`src/hw/bfw_pkg.sv`:
```
/*
 * Constants and helpers of the bridge forwarding window registers: offsets, field layout,
 * reset values and the window expansion arithmetic.
 * Assumes configuration accesses arrive as dword indexes with byte enables.
 */
package bfw_pkg;

    localparam logic [7:0] OFS_MMIO_BASE = 8'h20;
    localparam logic [7:0] OFS_MMIO_LIMIT = 8'h22;
    localparam logic [7:0] OFS_PREF_BASE = 8'h24;
    localparam logic [7:0] OFS_PREF_LIMIT = 8'h26;
    localparam logic [7:0] OFS_PREF_BASE_HI = 8'h28;
    localparam logic [7:0] OFS_PREF_LIMIT_HI = 8'h2c;
    localparam logic [7:0] OFS_IO_BASE_HI = 8'h30;

    localparam logic [5:0] DW_MMIO = OFS_MMIO_BASE[7:2];
    localparam logic [5:0] DW_PREF = OFS_PREF_BASE[7:2];
    localparam logic [5:0] DW_PREF_BASE_HI = OFS_PREF_BASE_HI[7:2];
    localparam logic [5:0] DW_PREF_LIMIT_HI = OFS_PREF_LIMIT_HI[7:2];
    localparam logic [5:0] DW_IO_HI = OFS_IO_BASE_HI[7:2];

    localparam int HIT_MMIO = 0;
    localparam int HIT_PREF = 1;
    localparam int HIT_PREF_BASE_HI = 2;
    localparam int HIT_PREF_LIMIT_HI = 3;
    localparam int HIT_IO_HI = 4;
    localparam int HIT_COUNT = 5;

    localparam int WIN_FIELD_LSB = 4;
    localparam int WIN_FIELD_MSB = 15;
    localparam int WIN_ADDR_LSB = 20;
    localparam logic [15:0] WIN_FIELD_MASK = 16'hfff0;
    localparam logic [19:0] WIN_LOW_ZEROS = 20'h00000;
    localparam logic [19:0] WIN_LOW_ONES = 20'hfffff;

    localparam logic [15:0] RST_MMIO_BASE = 16'h0000;
    localparam logic [15:0] RST_MMIO_LIMIT = 16'h0000;
    localparam logic [15:0] RST_PREF_BASE = 16'h0000;
    localparam logic [15:0] RST_PREF_LIMIT = 16'h0000;
    localparam logic [31:0] RST_PREF_BASE_HI = 32'h00000000;
    localparam logic [31:0] RST_PREF_LIMIT_HI = 32'h00000000;
    localparam logic [15:0] RST_IO_BASE_HI = 16'h0000;

    function automatic logic [63:0] win_base(input logic [15:0] r, input logic [31:0] hi);
        win_base = {hi, r[WIN_FIELD_MSB:WIN_FIELD_LSB], WIN_LOW_ZEROS};
    endfunction

    function automatic logic [63:0] win_limit(input logic [15:0] r, input logic [31:0] hi);
        win_limit = {hi, r[WIN_FIELD_MSB:WIN_FIELD_LSB], WIN_LOW_ONES};
    endfunction

    function automatic logic [15:0] merge16(input logic [15:0] old, input logic [15:0] nw,
                                            input logic [15:0] mask);
        merge16 = (old & ~mask) | (nw & mask);
    endfunction

    function automatic logic [31:0] merge32(input logic [31:0] old, input logic [31:0] nw,
                                            input logic [31:0] mask);
        merge32 = (old & ~mask) | (nw & mask);
    endfunction

endpackage

```
`src/hw/bfw_cfg_if.sv`:
```
/*
 * Carrier between the register top and its configuration decoder.
 * Assumes both ends run on the configuration clock.
 */
`timescale 1ns/100ps
interface bfw_cfg_if;
    logic sel;
    logic wr;
    logic [5:0] dw_addr;
    logic [3:0] be;
    logic [bfw_pkg::HIT_COUNT-1:0] dw_hit;
    logic [31:0] lane_mask;
    logic any_hit;

    modport decoder(input sel, wr, dw_addr, be, output dw_hit, lane_mask, any_hit);
    modport regs(output sel, wr, dw_addr, be, input dw_hit, lane_mask, any_hit);
endinterface

```
`src/hw/bfw_cfg_decode.sv`:
```
/*
 * Dword decoder of the forwarding window registers: one select per claimed dword and a bit
 * mask from the byte enables.
 * Assumes the top qualifies the result with its own clocked logic.
 */
`timescale 1ns/100ps
module bfw_cfg_decode (
    bfw_cfg_if.decoder cfg
);
    always_comb begin
        cfg.dw_hit = '0;
        if (cfg.sel) begin
            cfg.dw_hit[bfw_pkg::HIT_MMIO] = (cfg.dw_addr == bfw_pkg::DW_MMIO);
            cfg.dw_hit[bfw_pkg::HIT_PREF] = (cfg.dw_addr == bfw_pkg::DW_PREF);
            cfg.dw_hit[bfw_pkg::HIT_PREF_BASE_HI] = (cfg.dw_addr == bfw_pkg::DW_PREF_BASE_HI);
            cfg.dw_hit[bfw_pkg::HIT_PREF_LIMIT_HI] = (cfg.dw_addr == bfw_pkg::DW_PREF_LIMIT_HI);
            cfg.dw_hit[bfw_pkg::HIT_IO_HI] = (cfg.dw_addr == bfw_pkg::DW_IO_HI);
        end
        cfg.any_hit = |cfg.dw_hit;
        cfg.lane_mask = {{8{cfg.be[3]}}, {8{cfg.be[2]}}, {8{cfg.be[1]}}, {8{cfg.be[0]}}};
    end
endmodule // bfw_cfg_decode

```
`src/hw/bfw_win_match.sv`:
```
/*
 * Inclusive range check of one forwarding window.
 * Assumes base and limit are already expanded to full byte addresses.
 */
`timescale 1ns/100ps
module bfw_win_match (
    input wire logic [63:0] addr_in,
    input wire logic [63:0] base_in,
    input wire logic [63:0] limit_in,
    output logic hit_out
);
    // An empty window is one whose limit lies below its base; it then matches nothing.
    always_comb begin
        hit_out = (addr_in >= base_in) && (addr_in <= limit_in);
    end
endmodule // bfw_win_match

```
`src/hw/bfw_top.sv`:
```
/*
 * Forwarding window registers of a two-interface bus bridge and the decisions they steer.
 * Assumes configuration requests and forwarding queries come from logic on clk_in, and that
 * the lower I/O window bits and the I/O limit come from neighbouring registers.
 */
// Function
// - The memory base sets the lowest address of the memory-mapped I/O forwarding window.
// - Bits 15 to 4 of each memory and prefetchable base or limit are writable address bits 31:20.
// - A window base has address bits 19 to 0 taken as zero.
// - A window limit has address bits 19 to 0 taken as ones.
// - Bits 3 to 0 of those four registers ignore writes and read as zero.
// - The memory limit sets the highest address of the memory-mapped I/O window.
// - A separate prefetchable window with its own base also decides memory forwarding.
// - The prefetchable base upper word supplies base address bits 63 to 32.
// - The prefetchable limit upper word supplies limit address bits 63 to 32.
// - The I/O base upper half is fully writable and supplies I/O base bits 31 to 16.
// - The I/O window governs I/O transactions passed from the primary to the secondary bus.
`timescale 1ns/100ps
module bfw_top (
    input wire logic clk_in,
    input wire logic rst_in,
    input wire logic cfg_sel_in,
    input wire logic cfg_wr_in,
    input wire logic [5:0] cfg_dw_addr_in,
    input wire logic [3:0] cfg_be_in,
    input wire logic [31:0] cfg_wdata_in,
    output logic [31:0] cfg_rdata_out,
    output logic cfg_ack_out,
    output logic cfg_hit_out,
    input wire logic [15:0] io_base_low_in,
    input wire logic [31:0] io_limit_in,
    input wire logic fwd_req_in,
    input wire logic [63:0] fwd_addr_in,
    input wire logic fwd_is_io_in,
    input wire logic fwd_from_primary_in,
    output logic fwd_valid_out,
    output logic fwd_mmio_hit_out,
    output logic fwd_pref_hit_out,
    output logic fwd_io_hit_out,
    output logic fwd_cross_out
);
    bfw_cfg_if cfg();

    logic [15:0] mmio_window_base;
    logic [15:0] mmio_window_limit;
    logic [15:0] prefetch_window_base;
    logic [15:0] prefetch_window_limit;
    logic [31:0] prefetch_base_high_word;
    logic [31:0] prefetch_limit_high_word;
    logic [15:0] io_window_base_high_half;
    logic [15:0] next_mmio_window_base;
    logic [15:0] next_mmio_window_limit;
    logic [15:0] next_prefetch_window_base;
    logic [15:0] next_prefetch_window_limit;
    logic [31:0] next_prefetch_base_high_word;
    logic [31:0] next_prefetch_limit_high_word;
    logic [15:0] next_io_window_base_high_half;
    logic [31:0] next_cfg_rdata;
    logic next_cfg_ack;
    logic next_cfg_hit;
    logic wr_en;
    logic [31:0] win_mask;

    logic [63:0] mmio_lo;
    logic [63:0] mmio_hi;
    logic [63:0] pref_lo;
    logic [63:0] pref_hi;
    logic [63:0] io_lo;
    logic [63:0] io_hi;
    logic mmio_match;
    logic pref_match;
    logic io_match;
    logic next_fwd_valid;
    logic next_fwd_mmio_hit;
    logic next_fwd_pref_hit;
    logic next_fwd_io_hit;
    logic next_fwd_cross;

    assign cfg.sel = cfg_sel_in;
    assign cfg.wr = cfg_wr_in;
    assign cfg.dw_addr = cfg_dw_addr_in;
    assign cfg.be = cfg_be_in;

    bfw_cfg_decode u_decode (
        .cfg(cfg.decoder)
    );

    // Register writes. The four base and limit registers merge only their window field lanes, so their bits 3:0 stay zero.
    always_comb begin
        wr_en = cfg_wr_in && cfg.any_hit;
        win_mask = cfg.lane_mask & {bfw_pkg::WIN_FIELD_MASK, bfw_pkg::WIN_FIELD_MASK};
        next_mmio_window_base = mmio_window_base;
        next_mmio_window_limit = mmio_window_limit;
        next_prefetch_window_base = prefetch_window_base;
        next_prefetch_window_limit = prefetch_window_limit;
        next_prefetch_base_high_word = prefetch_base_high_word;
        next_prefetch_limit_high_word = prefetch_limit_high_word;
        next_io_window_base_high_half = io_window_base_high_half;
        if (wr_en && cfg.dw_hit[bfw_pkg::HIT_MMIO]) begin
            next_mmio_window_base = bfw_pkg::merge16(mmio_window_base, cfg_wdata_in[15:0],
                                                     win_mask[15:0]);
            next_mmio_window_limit = bfw_pkg::merge16(mmio_window_limit, cfg_wdata_in[31:16],
                                                      win_mask[31:16]);
        end
        if (wr_en && cfg.dw_hit[bfw_pkg::HIT_PREF]) begin
            next_prefetch_window_base = bfw_pkg::merge16(prefetch_window_base,
                                                         cfg_wdata_in[15:0],
                                                         win_mask[15:0]);
            next_prefetch_window_limit = bfw_pkg::merge16(prefetch_window_limit,
                                                          cfg_wdata_in[31:16],
                                                          win_mask[31:16]);
        end
        if (wr_en && cfg.dw_hit[bfw_pkg::HIT_PREF_BASE_HI]) begin
            next_prefetch_base_high_word = bfw_pkg::merge32(prefetch_base_high_word,
                                                            cfg_wdata_in,
                                                            cfg.lane_mask);
        end
        if (wr_en && cfg.dw_hit[bfw_pkg::HIT_PREF_LIMIT_HI]) begin
            next_prefetch_limit_high_word = bfw_pkg::merge32(prefetch_limit_high_word,
                                                             cfg_wdata_in,
                                                             cfg.lane_mask);
        end
        if (wr_en && cfg.dw_hit[bfw_pkg::HIT_IO_HI]) begin
            next_io_window_base_high_half = bfw_pkg::merge16(io_window_base_high_half,
                                                             cfg_wdata_in[15:0],
                                                             cfg.lane_mask[15:0]);
        end
    end

    always_ff @(posedge clk_in) begin
        if (rst_in) begin
            mmio_window_base <= bfw_pkg::RST_MMIO_BASE;
            mmio_window_limit <= bfw_pkg::RST_MMIO_LIMIT;
            prefetch_window_base <= bfw_pkg::RST_PREF_BASE;
            prefetch_window_limit <= bfw_pkg::RST_PREF_LIMIT;
            prefetch_base_high_word <= bfw_pkg::RST_PREF_BASE_HI;
            prefetch_limit_high_word <= bfw_pkg::RST_PREF_LIMIT_HI;
            io_window_base_high_half <= bfw_pkg::RST_IO_BASE_HI;
        end else begin
            mmio_window_base <= next_mmio_window_base;
            mmio_window_limit <= next_mmio_window_limit;
            prefetch_window_base <= next_prefetch_window_base;
            prefetch_window_limit <= next_prefetch_window_limit;
            prefetch_base_high_word <= next_prefetch_base_high_word;
            prefetch_limit_high_word <= next_prefetch_limit_high_word;
            io_window_base_high_half <= next_io_window_base_high_half;
        end
    end

    // Read answer. Unclaimed dwords answer zero so that a larger configuration space can OR
    // several blocks together; the upper half at the I/O dword belongs to another block.
    always_comb begin
        next_cfg_ack = cfg_sel_in;
        next_cfg_hit = cfg.any_hit;
        next_cfg_rdata = 32'h00000000;
        if (cfg_sel_in && !cfg_wr_in) begin
            unique case (1'b1)
                cfg.dw_hit[bfw_pkg::HIT_MMIO]:
                    next_cfg_rdata = {mmio_window_limit, mmio_window_base};
                cfg.dw_hit[bfw_pkg::HIT_PREF]:
                    next_cfg_rdata = {prefetch_window_limit, prefetch_window_base};
                cfg.dw_hit[bfw_pkg::HIT_PREF_BASE_HI]:
                    next_cfg_rdata = prefetch_base_high_word;
                cfg.dw_hit[bfw_pkg::HIT_PREF_LIMIT_HI]:
                    next_cfg_rdata = prefetch_limit_high_word;
                cfg.dw_hit[bfw_pkg::HIT_IO_HI]:
                    next_cfg_rdata = {16'h0000, io_window_base_high_half};
                default:
                    next_cfg_rdata = 32'h00000000;
            endcase
        end
    end

    always_ff @(posedge clk_in) begin
        if (rst_in) begin
            cfg_rdata_out <= 32'h00000000;
            cfg_ack_out <= 1'b0;
            cfg_hit_out <= 1'b0;
        end else begin
            cfg_rdata_out <= next_cfg_rdata;
            cfg_ack_out <= next_cfg_ack;
            cfg_hit_out <= next_cfg_hit;
        end
    end

    // Window expansion. The memory-mapped I/O window is 32-bit, so its upper word is zero.
    // The prefetchable window compares all 64 bits; with 32-bit addressing it relies on
    // software having cleared both upper words.
    always_comb begin
        mmio_lo = bfw_pkg::win_base(mmio_window_base, 32'h00000000);
        mmio_hi = bfw_pkg::win_limit(mmio_window_limit, 32'h00000000);
        pref_lo = bfw_pkg::win_base(prefetch_window_base, prefetch_base_high_word);
        pref_hi = bfw_pkg::win_limit(prefetch_window_limit, prefetch_limit_high_word);
        io_lo = {32'h00000000, io_window_base_high_half, io_base_low_in};
        io_hi = {32'h00000000, io_limit_in};
    end

    bfw_win_match u_mmio_match (
        .addr_in(fwd_addr_in),
        .base_in(mmio_lo),
        .limit_in(mmio_hi),
        .hit_out(mmio_match)
    );

    bfw_win_match u_pref_match (
        .addr_in(fwd_addr_in),
        .base_in(pref_lo),
        .limit_in(pref_hi),
        .hit_out(pref_match)
    );

    bfw_win_match u_io_match (
        .addr_in(fwd_addr_in),
        .base_in(io_lo),
        .limit_in(io_hi),
        .hit_out(io_match)
    );

    // Forwarding decision, answered one cycle after the query.
    always_comb begin
        next_fwd_valid = fwd_req_in;
        next_fwd_mmio_hit = fwd_req_in && !fwd_is_io_in && mmio_match;
        next_fwd_pref_hit = fwd_req_in && !fwd_is_io_in && pref_match;
        next_fwd_io_hit = fwd_req_in && fwd_is_io_in && fwd_from_primary_in && io_match;
        next_fwd_cross = next_fwd_mmio_hit || next_fwd_pref_hit || next_fwd_io_hit;
    end

    always_ff @(posedge clk_in) begin
        if (rst_in) begin
            fwd_valid_out <= 1'b0;
            fwd_mmio_hit_out <= 1'b0;
            fwd_pref_hit_out <= 1'b0;
            fwd_io_hit_out <= 1'b0;
            fwd_cross_out <= 1'b0;
        end else begin
            fwd_valid_out <= next_fwd_valid;
            fwd_mmio_hit_out <= next_fwd_mmio_hit;
            fwd_pref_hit_out <= next_fwd_pref_hit;
            fwd_io_hit_out <= next_fwd_io_hit;
            fwd_cross_out <= next_fwd_cross;
        end
    end
endmodule // bfw_top

```
`config.mk`:
```
export PLATFORM = sky130hd
export DESIGN_NAME = bfw_top
export DESIGN_NICKNAME = d
export VERILOG_FILES = /design/src/hw/bfw_pkg.sv /design/src/hw/bfw_cfg_if.sv /design/src/hw/bfw_cfg_decode.sv /design/src/hw/bfw_win_match.sv /design/src/hw/bfw_top.sv
export SDC_FILE = /design/constraint.sdc
export NUM_CORES = 1
export LEC_CHECK = 0
export BUFFER_PORTS_ARGS = -buffer_cell sky130_fd_sc_hd__buf_2
export CORE_UTILIZATION = 55
export DETAILED_ROUTE_END_ITERATION = 8
export GPL_TIMING_DRIVEN = 0
export HOLD_SLACK_MARGIN = 0.08
export PLACE_DENSITY = 0.77
export SETUP_SLACK_MARGIN = 0.4
export SLEW_MARGIN = 40
export SYNTH_ARGS = -nofsm -noshare
export SYNTH_HDL_FRONTEND = slang
export SYNTH_HIERARCHICAL = 1
export SYNTH_SLANG_ARGS = --single-unit
```
`constraint.sdc`:
```
create_clock -name clk_in -period 6.6 [get_ports clk_in]
set_input_delay 1.65 -clock clk_in [delete_from_list [all_inputs] [get_ports clk_in]]
set_output_delay 1.65 -clock clk_in [all_outputs]
set_load 0.01 [all_outputs]
```
Word-level counts from Yosys, hierarchy flattened --
Index checks and enable logic that the tools add are counted.
Word-level totals: flip-flop bits (word level) 183, output and inout bits 39
Cells by class: $lt $le $gt $ge 6, equal/unequal tests 5, muxes and demuxes 2, bitwise gates (word level) 23, reductions and logical operators 22
Operators with widths (number):
- $pmux W32 S5 | 1
- $and A16 B16 Y16 | 8
- $ge A64 B32 Y1 | 2
- $le A64 B32 Y1 | 2
- $and A32 B32 Y32 | 3
- $or A16 B16 Y16 | 5
- $ge A64 B64 Y1 | 1
- $le A64 B64 Y1 | 1
- $or A32 B32 Y32 | 2
- $not A16 Y16 | 3
- $not A32 Y32 | 1
- $eq A6 B4 Y1 const B | 5
- $logic_and A1 B1 Y1 | 16
- $mux W5 | 1
- $reduce_or A5 Y1 | 1
- $logic_not A1 Y1 | 2
- $logic_or A1 B1 Y1 | 2
- $reduce_or A2 Y1 | 1
- $not A1 Y1 | 1

Depth between registers and ports, before layout --
Gate-level depths: netlist of run 1.
depth in word-level cells 5, depth in mapped cells 11

Modules after synthesis --
The synthesis of run 1 kept the hierarchy.
Modules (own cells, without submodules):
- bfw_top | times used 1, cells an instance 727, area each 6949.2 µm², sequential area each 3343.2 µm²
- bfw_win_match (u_io_match ...) | times used 2, cells an instance 451, area each 3168.0 µm², sequential area each 0.0 µm²
- bfw_win_match (u_mmio_match) | times used 1, cells an instance 448, area each 3188.1 µm², sequential area each 0.0 µm²
- bfw_cfg_decode | times used 1, cells an instance 41, area each 326.6 µm², sequential area each 0.0 µm²

Worst setup path after synthesis of run 1 --
Ideal clock, no wire load.
kind input -> register, from input io_limit_in[31], to register fwd_cross_out, arrival time 3646 ps, required time 6530 ps, path slack 2884 ps, stages on the path 9, buffers on the path 0, cell sequence inv_1 ha_1 nand4_1 or3_1 or4_4 or3_1 a32oi_1 nand3_1 a21oi_1
Between the ends: cells in the longest elaborated chain, start to end 4
Ends and longest elaborated chain:
- start: declaration | RTL line bfw_top.sv:31 | input wire logic [31:0] io_limit_in,
- $le A64 B32 Y1 | RTL line bfw_win_match.sv:14 | hit_out = (addr_in >= base_in) && (addr_in <= limit_in);
- $logic_and A1 B1 Y1 | RTL line bfw_win_match.sv:14
- net io_match | RTL line bfw_top.sv:72 | logic io_match;
- $logic_and A1 B1 Y1 | RTL line bfw_top.sv:224 | next_fwd_io_hit = fwd_req_in && fwd_is_io_in && fwd_from_primary_in && io_match;
- $logic_or A1 B1 Y1 | RTL line bfw_top.sv:225 | next_fwd_cross = next_fwd_mmio_hit || next_fwd_pref_hit || next_fwd_io_hit;
- end signal: assignment | RTL line bfw_top.sv:240 | fwd_cross_out <= next_fwd_cross;
- end: declaration | RTL line bfw_top.sv:40 | output logic fwd_cross_out
The timed path passes the listed nets, and every way through them passes these cells. A chain may end at the register's enable or synchronous reset.

Final worst setup path of run 1 --
from input fwd_addr_in[0], to register fwd_cross_out
RTL lines:
- start: declaration | RTL line bfw_top.sv:33 | input wire logic [63:0] fwd_addr_in,
- $ge A64 B32 Y1 or $le A64 B32 Y1 (tied branches) | RTL line bfw_win_match.sv:14
- $logic_and A1 B1 Y1 (*) | RTL line bfw_win_match.sv:14
- net io_match | RTL line bfw_top.sv:72
- $logic_and A1 B1 Y1 (*) | RTL line bfw_top.sv:224
- $logic_or A1 B1 Y1 (*) | RTL line bfw_top.sv:225
The timed path passes the listed nets; every way through them passes the cells marked *.

==> metrics.cfg, run 1 <==
[sta]
setup-violations-final = 0
fmax_ghz = 0.2433
skew_ps = 16.30
tightest_slew_ps = 783.5
post-route-min-period_ps = 4110
relSlewSlack = 0.4777
period_share = 0.6227
setup_slack_ps = 2490
hold_ws_ps = 533.9
fin_tns_setup_ps = 0
rsz0062_at_grt = false
drv_slew = 0
hold_viol_final = 0

[synthesis]
synth_warnings = 6
synth_top_area_frac = 0.2860
synthCells = 2118
yosysUniqueCellTypes = 58
synth_flop_cell = dfxtp_1
seq_area_frac_synth = 0.1990
yosys-top-cells-count = inv_1, ha_1, nand4_1
syn_area_per_cell_um2 = 7.932
synth_largest_area_cell = ha_1
synth-edff-count = 0
synth_async_sr_flop_share = 0
ys_seq_elements = 167
synth_area_um2 = 16800
yosysMostFrequentCell = inv_1
synth_area_leaders = ha_1, dfxtp_1, inv_1, mux2i_1, nand4_1

[grt]
grt_pass1_wl_um = 85740
grt.overflow.total = 0
grt_use_total = 0.3566
grt_pass1_vias = 16423
grt_max_degree = 19
antenna_found_initial = 1

[die]
die_h_um = 176.8
fp-row-count = 63
die_w_um = 176.8
core_area_um2 = 29870
design.die.area_um2 = 31250
start_util = 0.5623
io_pins = 200

[detailed_routing]
vias = 17145
post_drt_wl_per_cell_um = 19.10
viasPerCell = 5.828
finalWirelength_um = 56190
drt-initial-drc-count = 1599
drc_errors = 0
first_pass_iters = 6
ant_nets = 0

[clock_network]
clock-root-buffer = clkbuf_16
htree_levels = 4
post_cts_resized = 0
clk_latency_ps = 450
holdBufCountCts = 0
cts_sinks = 167
cts_setup_buffers = 0
cts_tree = yes
clockBufferDepth = 2
path_clk_slew_ps = 80
cts_made_buffers = 17

[power]
ir_drop_v = 0.0001930
p_per_area_nw_per_um2 = 139.7
leakage_nw = 9.684

[setup_path]
r2r-end = fwd_cross_out
cp_max_fo = 3
cp_data_arrival_time_ps = 4450
critPathKind = input port to register
critPathCaptureType = register
startpoint_type = input port
reg2regPathDepth = 10
worstPathRequired_ps = 6940
worst-r2r-setup-slack_ps = 3420

[run_status]
status = finished clean

[cells_and_area]
finish.instance_area_um2 = 19680
layout-drive-gt1-share = 0.1196
nets = 3083
syn_to_final_growth_pct = 17.16

[hold_path]
hp-class = register to register
holdPathStages = 2

[flow_run]
drv_cap = 0

[place]
io_buffer_count = 195
gp_congestion = 0.9945
place_ws_ps = 1913
dp_hpwl_um = 45790
place_area_um2 = 19060

power breakdown:
part | internal [W] | switching, W | leakage [nW] | total (W)
Clock | 0.000547 | 0.000525 | 0.296 | 0.00107
Combinational | 0.000263 | 0.000406 | 8.04 | 0.000669
Sequential | 0.00101 | 0.000000364 | 1.35 | 0.00101
Total | 0.00182 | 0.000932 | 9.68 | 0.00275
worst max-delay path, stage by stage:
cell and delay [ps]:
buf_2 110, inv_1 60, ha_1 280, nand2b_1 140, a2111oi_0 640, nor4_1 140, nor4b_1 690, o311ai_1 280
nand4_1 150, a32oi_1 110, nand3_1 120, a21oi_1 70
layer usage:
| layer | track usage | wire length [um] | vias up |
|---|---|---|---|
| met3 | 0.05799 | 4626 | 155 |
| met2 | 0.6067 | 26140 | 847 |
| met4 | 0.1685 | 2433 | 0 |
| met1 | 0.4368 | 22990 | 7990 |
| met5 | 0 | 0 | - |
| li1 | - | - | 8153 |
layout by cell type (no fill, tap or decap), types with 5 or more instances in the layout:
cell         n
or3_1        6
a21oi_1    161
nor4_1      13
clkbuf_1    38
buf_2      222
conb_1     208
a21o_1      28
nor2b_1     10
dfxtp_1    167
ha_1       384
a211oi_1    10
inv_1      385
a222oi_1    16
o211ai_1     5
and4_1       8
clkbuf_16   17
o21a_1      10
buf_1        6
mux2i_1    128
nand2b_1     7
a22oi_1     40
a221oi_1    16
a2111oi_0    6
nand4_1    187
nor2_1     170
nor3_1      15
clkinv_8     6
buf_4       32
nand2_1     99
o21ai_0     53
nand3_1     33
cell families after synthesis:
group	synth area share
other cells	0.0004470
mux	0.07626
flops	0.1990
fa+ha+maj	0.2860
compound gates	0.1427
simple gates	0.1756
buf+inv	0.1200
stage by stage:
step	power (W)	util	instances
3_5_place_dp	0.001676	0.6381	2909
2_1_floorplan	0.001437	-	2324
3_3_place_gp	0.001639	0.6372	2909
4_1_cts	0.002721	0.6588	2941
5_1_grt	0.002864	0.6588	2941
6_report	0.002750	0.6588	2942
how the worst max path moves through the flow:
| stage | start | end |
|---|---|---|
| 2_1_floorplan | io_limit_in[31] | fwd_cross_out |
| 3_3_place_gp | fwd_addr_in[27] | fwd_cross_out |
| 3_5_place_dp | fwd_addr_in[0] | fwd_cross_out |
| 4_1_cts | fwd_addr_in[0] | fwd_cross_out |
| 5_1_grt | fwd_addr_in[0] | fwd_cross_out |
| 6_report | fwd_addr_in[0] | fwd_cross_out |
cell type report:
cell class,instances,area [um^2]
diodes,1,2.502
well taps,390,488.0
inverters,385,1445
clock buffers,18,429.2
fillers,2590,10190
clock inverters,14,188.9
plain buffers,105,570.5
flip-flops and latches,167,3343
multi-input cells,1667,12240
repair buffers,195,975.9
Power figures use the tool's default switching activity.
==> inputs of run 2 (changes only) <==
==> constraint.sdc (replaced) <==
create_clock -name clk_in -period 4 [get_ports clk_in]
set_input_delay 1 -clock clk_in [delete_from_list [all_inputs] [get_ports clk_in]]
set_output_delay 1 -clock clk_in [all_outputs]
set_load 0.01 [all_outputs]
==> run 2 against run 1 <==
Compared with the run above:
- worst setup slack worse by 1900 ps
- hold slack improved by 2.2 ps
- clock power up 65%
- first-iteration DRC count is 0.44% lower
==> metrics.cfg, run 2 (synthesis gave the netlist of run 1 again) <==
[place]
dp_hpwl_um = 45790
place_ws_ps = -37.00
place_area_um2 = 19060
gp_congestion = 0.9945
io_buffer_count = 195

[clock_network]
cts_sinks = 167
path_clk_slew_ps = 80
cts_tree = yes
cts_setup_buffers = 0
cts_made_buffers = 17
htree_levels = 4
holdBufCountCts = 0
clk_latency_ps = 450
clock-root-buffer = clkbuf_16
clockBufferDepth = 2

[detailed_routing]
first_pass_iters = 8
drc_errors = 0
finalWirelength_um = 56260
viasPerCell = 5.820
post_drt_wl_per_cell_um = 19.12
drt-initial-drc-count = 1592
ant_nets = 0
vias = 17123

[setup_path]
cp_data_arrival_time_ps = 3810
critPathKind = input port to register
worstPathRequired_ps = 4380
worst-r2r-setup-slack_ps = 830
startpoint_type = input port
reg2regPathDepth = 10
critPathCaptureType = register
r2r-end = fwd_cross_out
cp_max_fo = 6

[cells_and_area]
final_cell_mix = inv_1, ha_1, buf_2
syn_to_final_growth_pct = 17.20
final_common_cell = inv_1
utilization = 0.6590
layout-drive-gt1-share = 0.1200
finish.instance_area_um2 = 19690
nets = 3083

[power]
p_comb_frac = 0.243
switching_share = 0.3394
ir_drop_v = 0.0003197
clkPwrFrac = 0.390
leakage_nw = 9.687
switchingPower_w = 0.001541
power_w = 0.004540
pwr-share-seq = 0.366
p_per_area_nw_per_um2 = 230.6
internal_power_w = 0.002999

[sta]
drv_slew = 0
rsz0062_at_grt = false
post-route-min-period_ps = 3430
setup-violations-final = 0
skew_ps = 12.98
fmax_ghz = 0.2915
setup_slack_ps = 570.0
period_share = 0.8575
relSlewSlack = 0.4920
hold_viol_final = 0
hold_ws_ps = 536.1
tightest_slew_ps = 762.0

[grt]
grt_pass1_wl_um = 85740
grt_pass1_vias = 16423
grt_use_total = 0.3566
antenna_found_initial = 1
grt_max_degree = 19
grt.overflow.total = 0

[run_status]
status = finished clean

[die]
io_pins = 200
fp-row-count = 63
design.die.area_um2 = 31250
start_util = 0.5623
core_area_um2 = 29870
die_w_um = 176.8
die_h_um = 176.8

[hold_path]
hp-class = register to register
holdPathStages = 2

[flow_run]
drv_cap = 0

[run 2: worst max-delay path by stage]
stage                         start  cells past startpoint  slack [ps]                to
detailed placement   fwd_addr_in[0]                     12         -40     fwd_cross_out
finish              fwd_addr_in[63]                     10         570     fwd_cross_out
floorplan           io_limit_in[31]                      9         930     fwd_cross_out
global route        fwd_addr_in[61]                      9         450  fwd_pref_hit_out
CTS                  fwd_addr_in[0]                     12         430     fwd_cross_out
global placement    fwd_addr_in[27]                     11         -20     fwd_cross_out
[run 2: stage by stage]
step	instances	TNS [ps]
floorplan	2324	0
global placement	2909	-20.59
detailed placement	2909	-47.48
CTS	2941	0
global route	2941	0
finish	2942	0
[run 2: cell type report]
type | count | area, um^2
inverters | 385 | 1445
clock buffers | 18 | 429.2
plain buffers | 105 | 570.5
flip-flops and latches | 167 | 3343
clock inverters | 14 | 188.9
repair buffers | 195 | 975.9
diodes | 1 | 2.502
well taps | 390 | 488.0
multi-input cells | 1667 | 12250
fillers | 2589 | 10190
[run 2: worst max-delay path, cell delays in order]
cell	delay, ps
buf_2	160
ha_1	330
nand4_1	150
nor3_1	340
nand3_1	250
or4_4	600
or3_1	380
a32oi_1	340
o21bai_1	100
a21oi_1	150
[run 2: power by group through the flow]
stage / clock network [W] / registers, W / logic, W
6_report: 0.00177 / 0.00166 / 0.00111
5_1_grt: 0.00182 / 0.00166 / 0.00124
3_3_place_gp: 0 / 0.00170 / 0.00100
2_1_floorplan: 0 / 0.00170 / 0.000668
3_5_place_dp: 0 / 0.00170 / 0.00106
4_1_cts: 0.00176 / 0.00166 / 0.00107
[run 2: per-layer routing]
metal / GRT usage / part of all wire / vias up
li1: - / - / 8154
met1: 0.4368 / 0.41 / 7958
met2: 0.6067 / 0.46 / 834
met3: 0.05799 / 0.081 / 177
met4: 0.1685 / 0.048 / 0
met5: 0 / 0 / -
[run 2: what timing repair did]
action / 4_1_cts / 5_1_grt
resized for setup: 0 / 1
setup endpoints to repair: 0 / 1
hold endpoints to repair: 0 / 0
==> inputs of run 3 (changes only) <==
--- a/config.mk
+++ b/config.mk
@@ -11,6 +11,7 @@
 export GPL_TIMING_DRIVEN = 0
 export HOLD_SLACK_MARGIN = 0.08
 export PLACE_DENSITY = 0.77
+export RECOVER_POWER = 50
 export SETUP_SLACK_MARGIN = 0.4
 export SLEW_MARGIN = 40
 export SYNTH_ARGS = -nofsm -noshare
==> run 3 against run 2 <==
Compared with the run above:
- clock power about the same
- cell area down 0.42%
- via count up 0.13%
- sequential power about the same
- largest power group unchanged
- core utilization down 0.28 points
- maximum frequency down 2.3%
- clock skew up 3.2 ps
- non-clock buffer count unchanged
- critical path depth down 3
- critical path type unchanged
- global-route usage unchanged
==> metrics.cfg, run 3 (synthesis gave the netlist of run 1 again) <==
[run_status]
status = finished clean

[flow_run]
drv_cap = 0

[clock_network]
cts_setup_buffers = 0
clockBufferDepth = 2
cts_made_buffers = 17
holdBufCountCts = 0
post_cts_resized = 0
path_clk_slew_ps = 70
cts_sinks = 167
htree_levels = 4
cts_tree = yes
clk_latency_ps = 450
clock-root-buffer = clkbuf_16

[grt]
grt.overflow.total = 0
grt_max_degree = 19
grt_pass1_wl_um = 85740
grt_pass1_vias = 16423
antenna_found_initial = 2
grt_use_total = 0.3566

[die]
die_w_um = 176.8
io_pins = 200
core_area_um2 = 29870
design.die.area_um2 = 31250
die_h_um = 176.8
start_util = 0.5623
fp-row-count = 63

[sta]
setup-violations-final = 0
skew_ps = 16.22
period_share = 0.8774
hold_viol_final = 0
relSlewSlack = 0.4947
rsz0062_at_grt = false
fin_tns_setup_ps = 0
drv_slew = 0
post-route-min-period_ps = 3509
tightest_slew_ps = 757.9
fmax_ghz = 0.2849

[cells_and_area]
final_common_cell = inv_1
nets = 3083
layout-drive-gt1-share = 0.1011
utilization = 0.6563
syn_to_final_growth_pct = 16.71
finish.instance_area_um2 = 19610
final_cell_mix = inv_1, ha_1, conb_1
antenna_cells = 0

[power]
leakage_nw = 9.483
ir_drop_v = 0.0003201
p_per_area_nw_per_um2 = 231.5
power_w = 0.004539

[detailed_routing]
drt-initial-drc-count = 1570
post_drt_wl_per_cell_um = 19.13
finalWirelength_um = 56270
vias = 17146
ant_nets = 0
drc_errors = 0
first_pass_iters = 8
viasPerCell = 5.830

[setup_path]
critPathKind = input port to register
r2r-end = fwd_cross_out
reg2regPathDepth = 10
critPathCaptureType = register
cp_data_arrival_time_ps = 3820
worstPathRequired_ps = 4310
startpoint = cfg_dw_addr_in[4]
cp_max_fo = 10
worst-r2r-setup-slack_ps = 840
startpoint_type = input port

[hold_path]
hp-class = register to register
holdPathStages = 2

[place]
io_buffer_count = 195
dp_hpwl_um = 45790
gp_congestion = 0.9945
place_area_um2 = 19060

## run 3: critical path, cell delays in order
cell and delay [ps]:
buf_2 100, nand4bb_1 320, nor4b_1 690, clkbuf_1 570
clkbuf_1 580, a22oi_1 180, a21oi_1 360
## run 3: through the flow
| stage | hold WS (ps) | std cells | worst slack, ps |
|---|---|---|---|
| 6_report | 532.8 | 2941 | 490.6 |
| 5_1_grt | 554.0 | 2941 | 397.0 |
| 3_5_place_dp | 517.9 | 2909 | -37.00 |
| 4_1_cts | 535.2 | 2941 | 425.4 |
| 3_3_place_gp | 505.6 | 2909 | -20.59 |
| 2_1_floorplan | 485.2 | 2324 | 934.2 |
## run 3: layout make-up
type | count | area [um^2]
Clock inverter | 14 | 188.9
Sequential cell | 167 | 3343
Timing Repair Buffer | 195 | 925.9
Tap cell | 390 | 488.0
Multi-Input combinational cell | 1667 | 12220
Buffer | 105 | 563.0
Clock buffer | 18 | 429.2
Inverter | 385 | 1445
Fill cell | 2620 | 10270
## run 3: how the worst max path moves through the flow
stage / end / slack, ps / cells past startpoint
after floorplan: fwd_cross_out / 930 / 9
after global placement: fwd_cross_out / -20 / 11
after detailed placement: fwd_cross_out / -40 / 12
after CTS: fwd_cross_out / 430 / 12
after global routing: cfg_rdata_out[30] / 400 / 7
final: cfg_rdata_out[30] / 490 / 7
## run 3: power breakdown
group / switching, W / internal [W]
Clock: 0.000870 / 0.000903
Sequential: 0.000000675 / 0.00166
Combinational: 0.000671 / 0.000432
Total: 0.00154 / 0.00300
## run 3: metal layers
| layer | share of wire | GRT usage | up-vias | routed length, um |
|---|---|---|---|---|
| met2 | 0.47 | 0.6067 | 807 | 26180 |
| li1 | - | - | 8151 | - |
| met4 | 0.044 | 0.1685 | 0 | 2492 |
| met3 | 0.082 | 0.05799 | 158 | 4622 |
| met1 | 0.41 | 0.4368 | 8030 | 22980 |
| met5 | 0 | 0 | - | 0 |
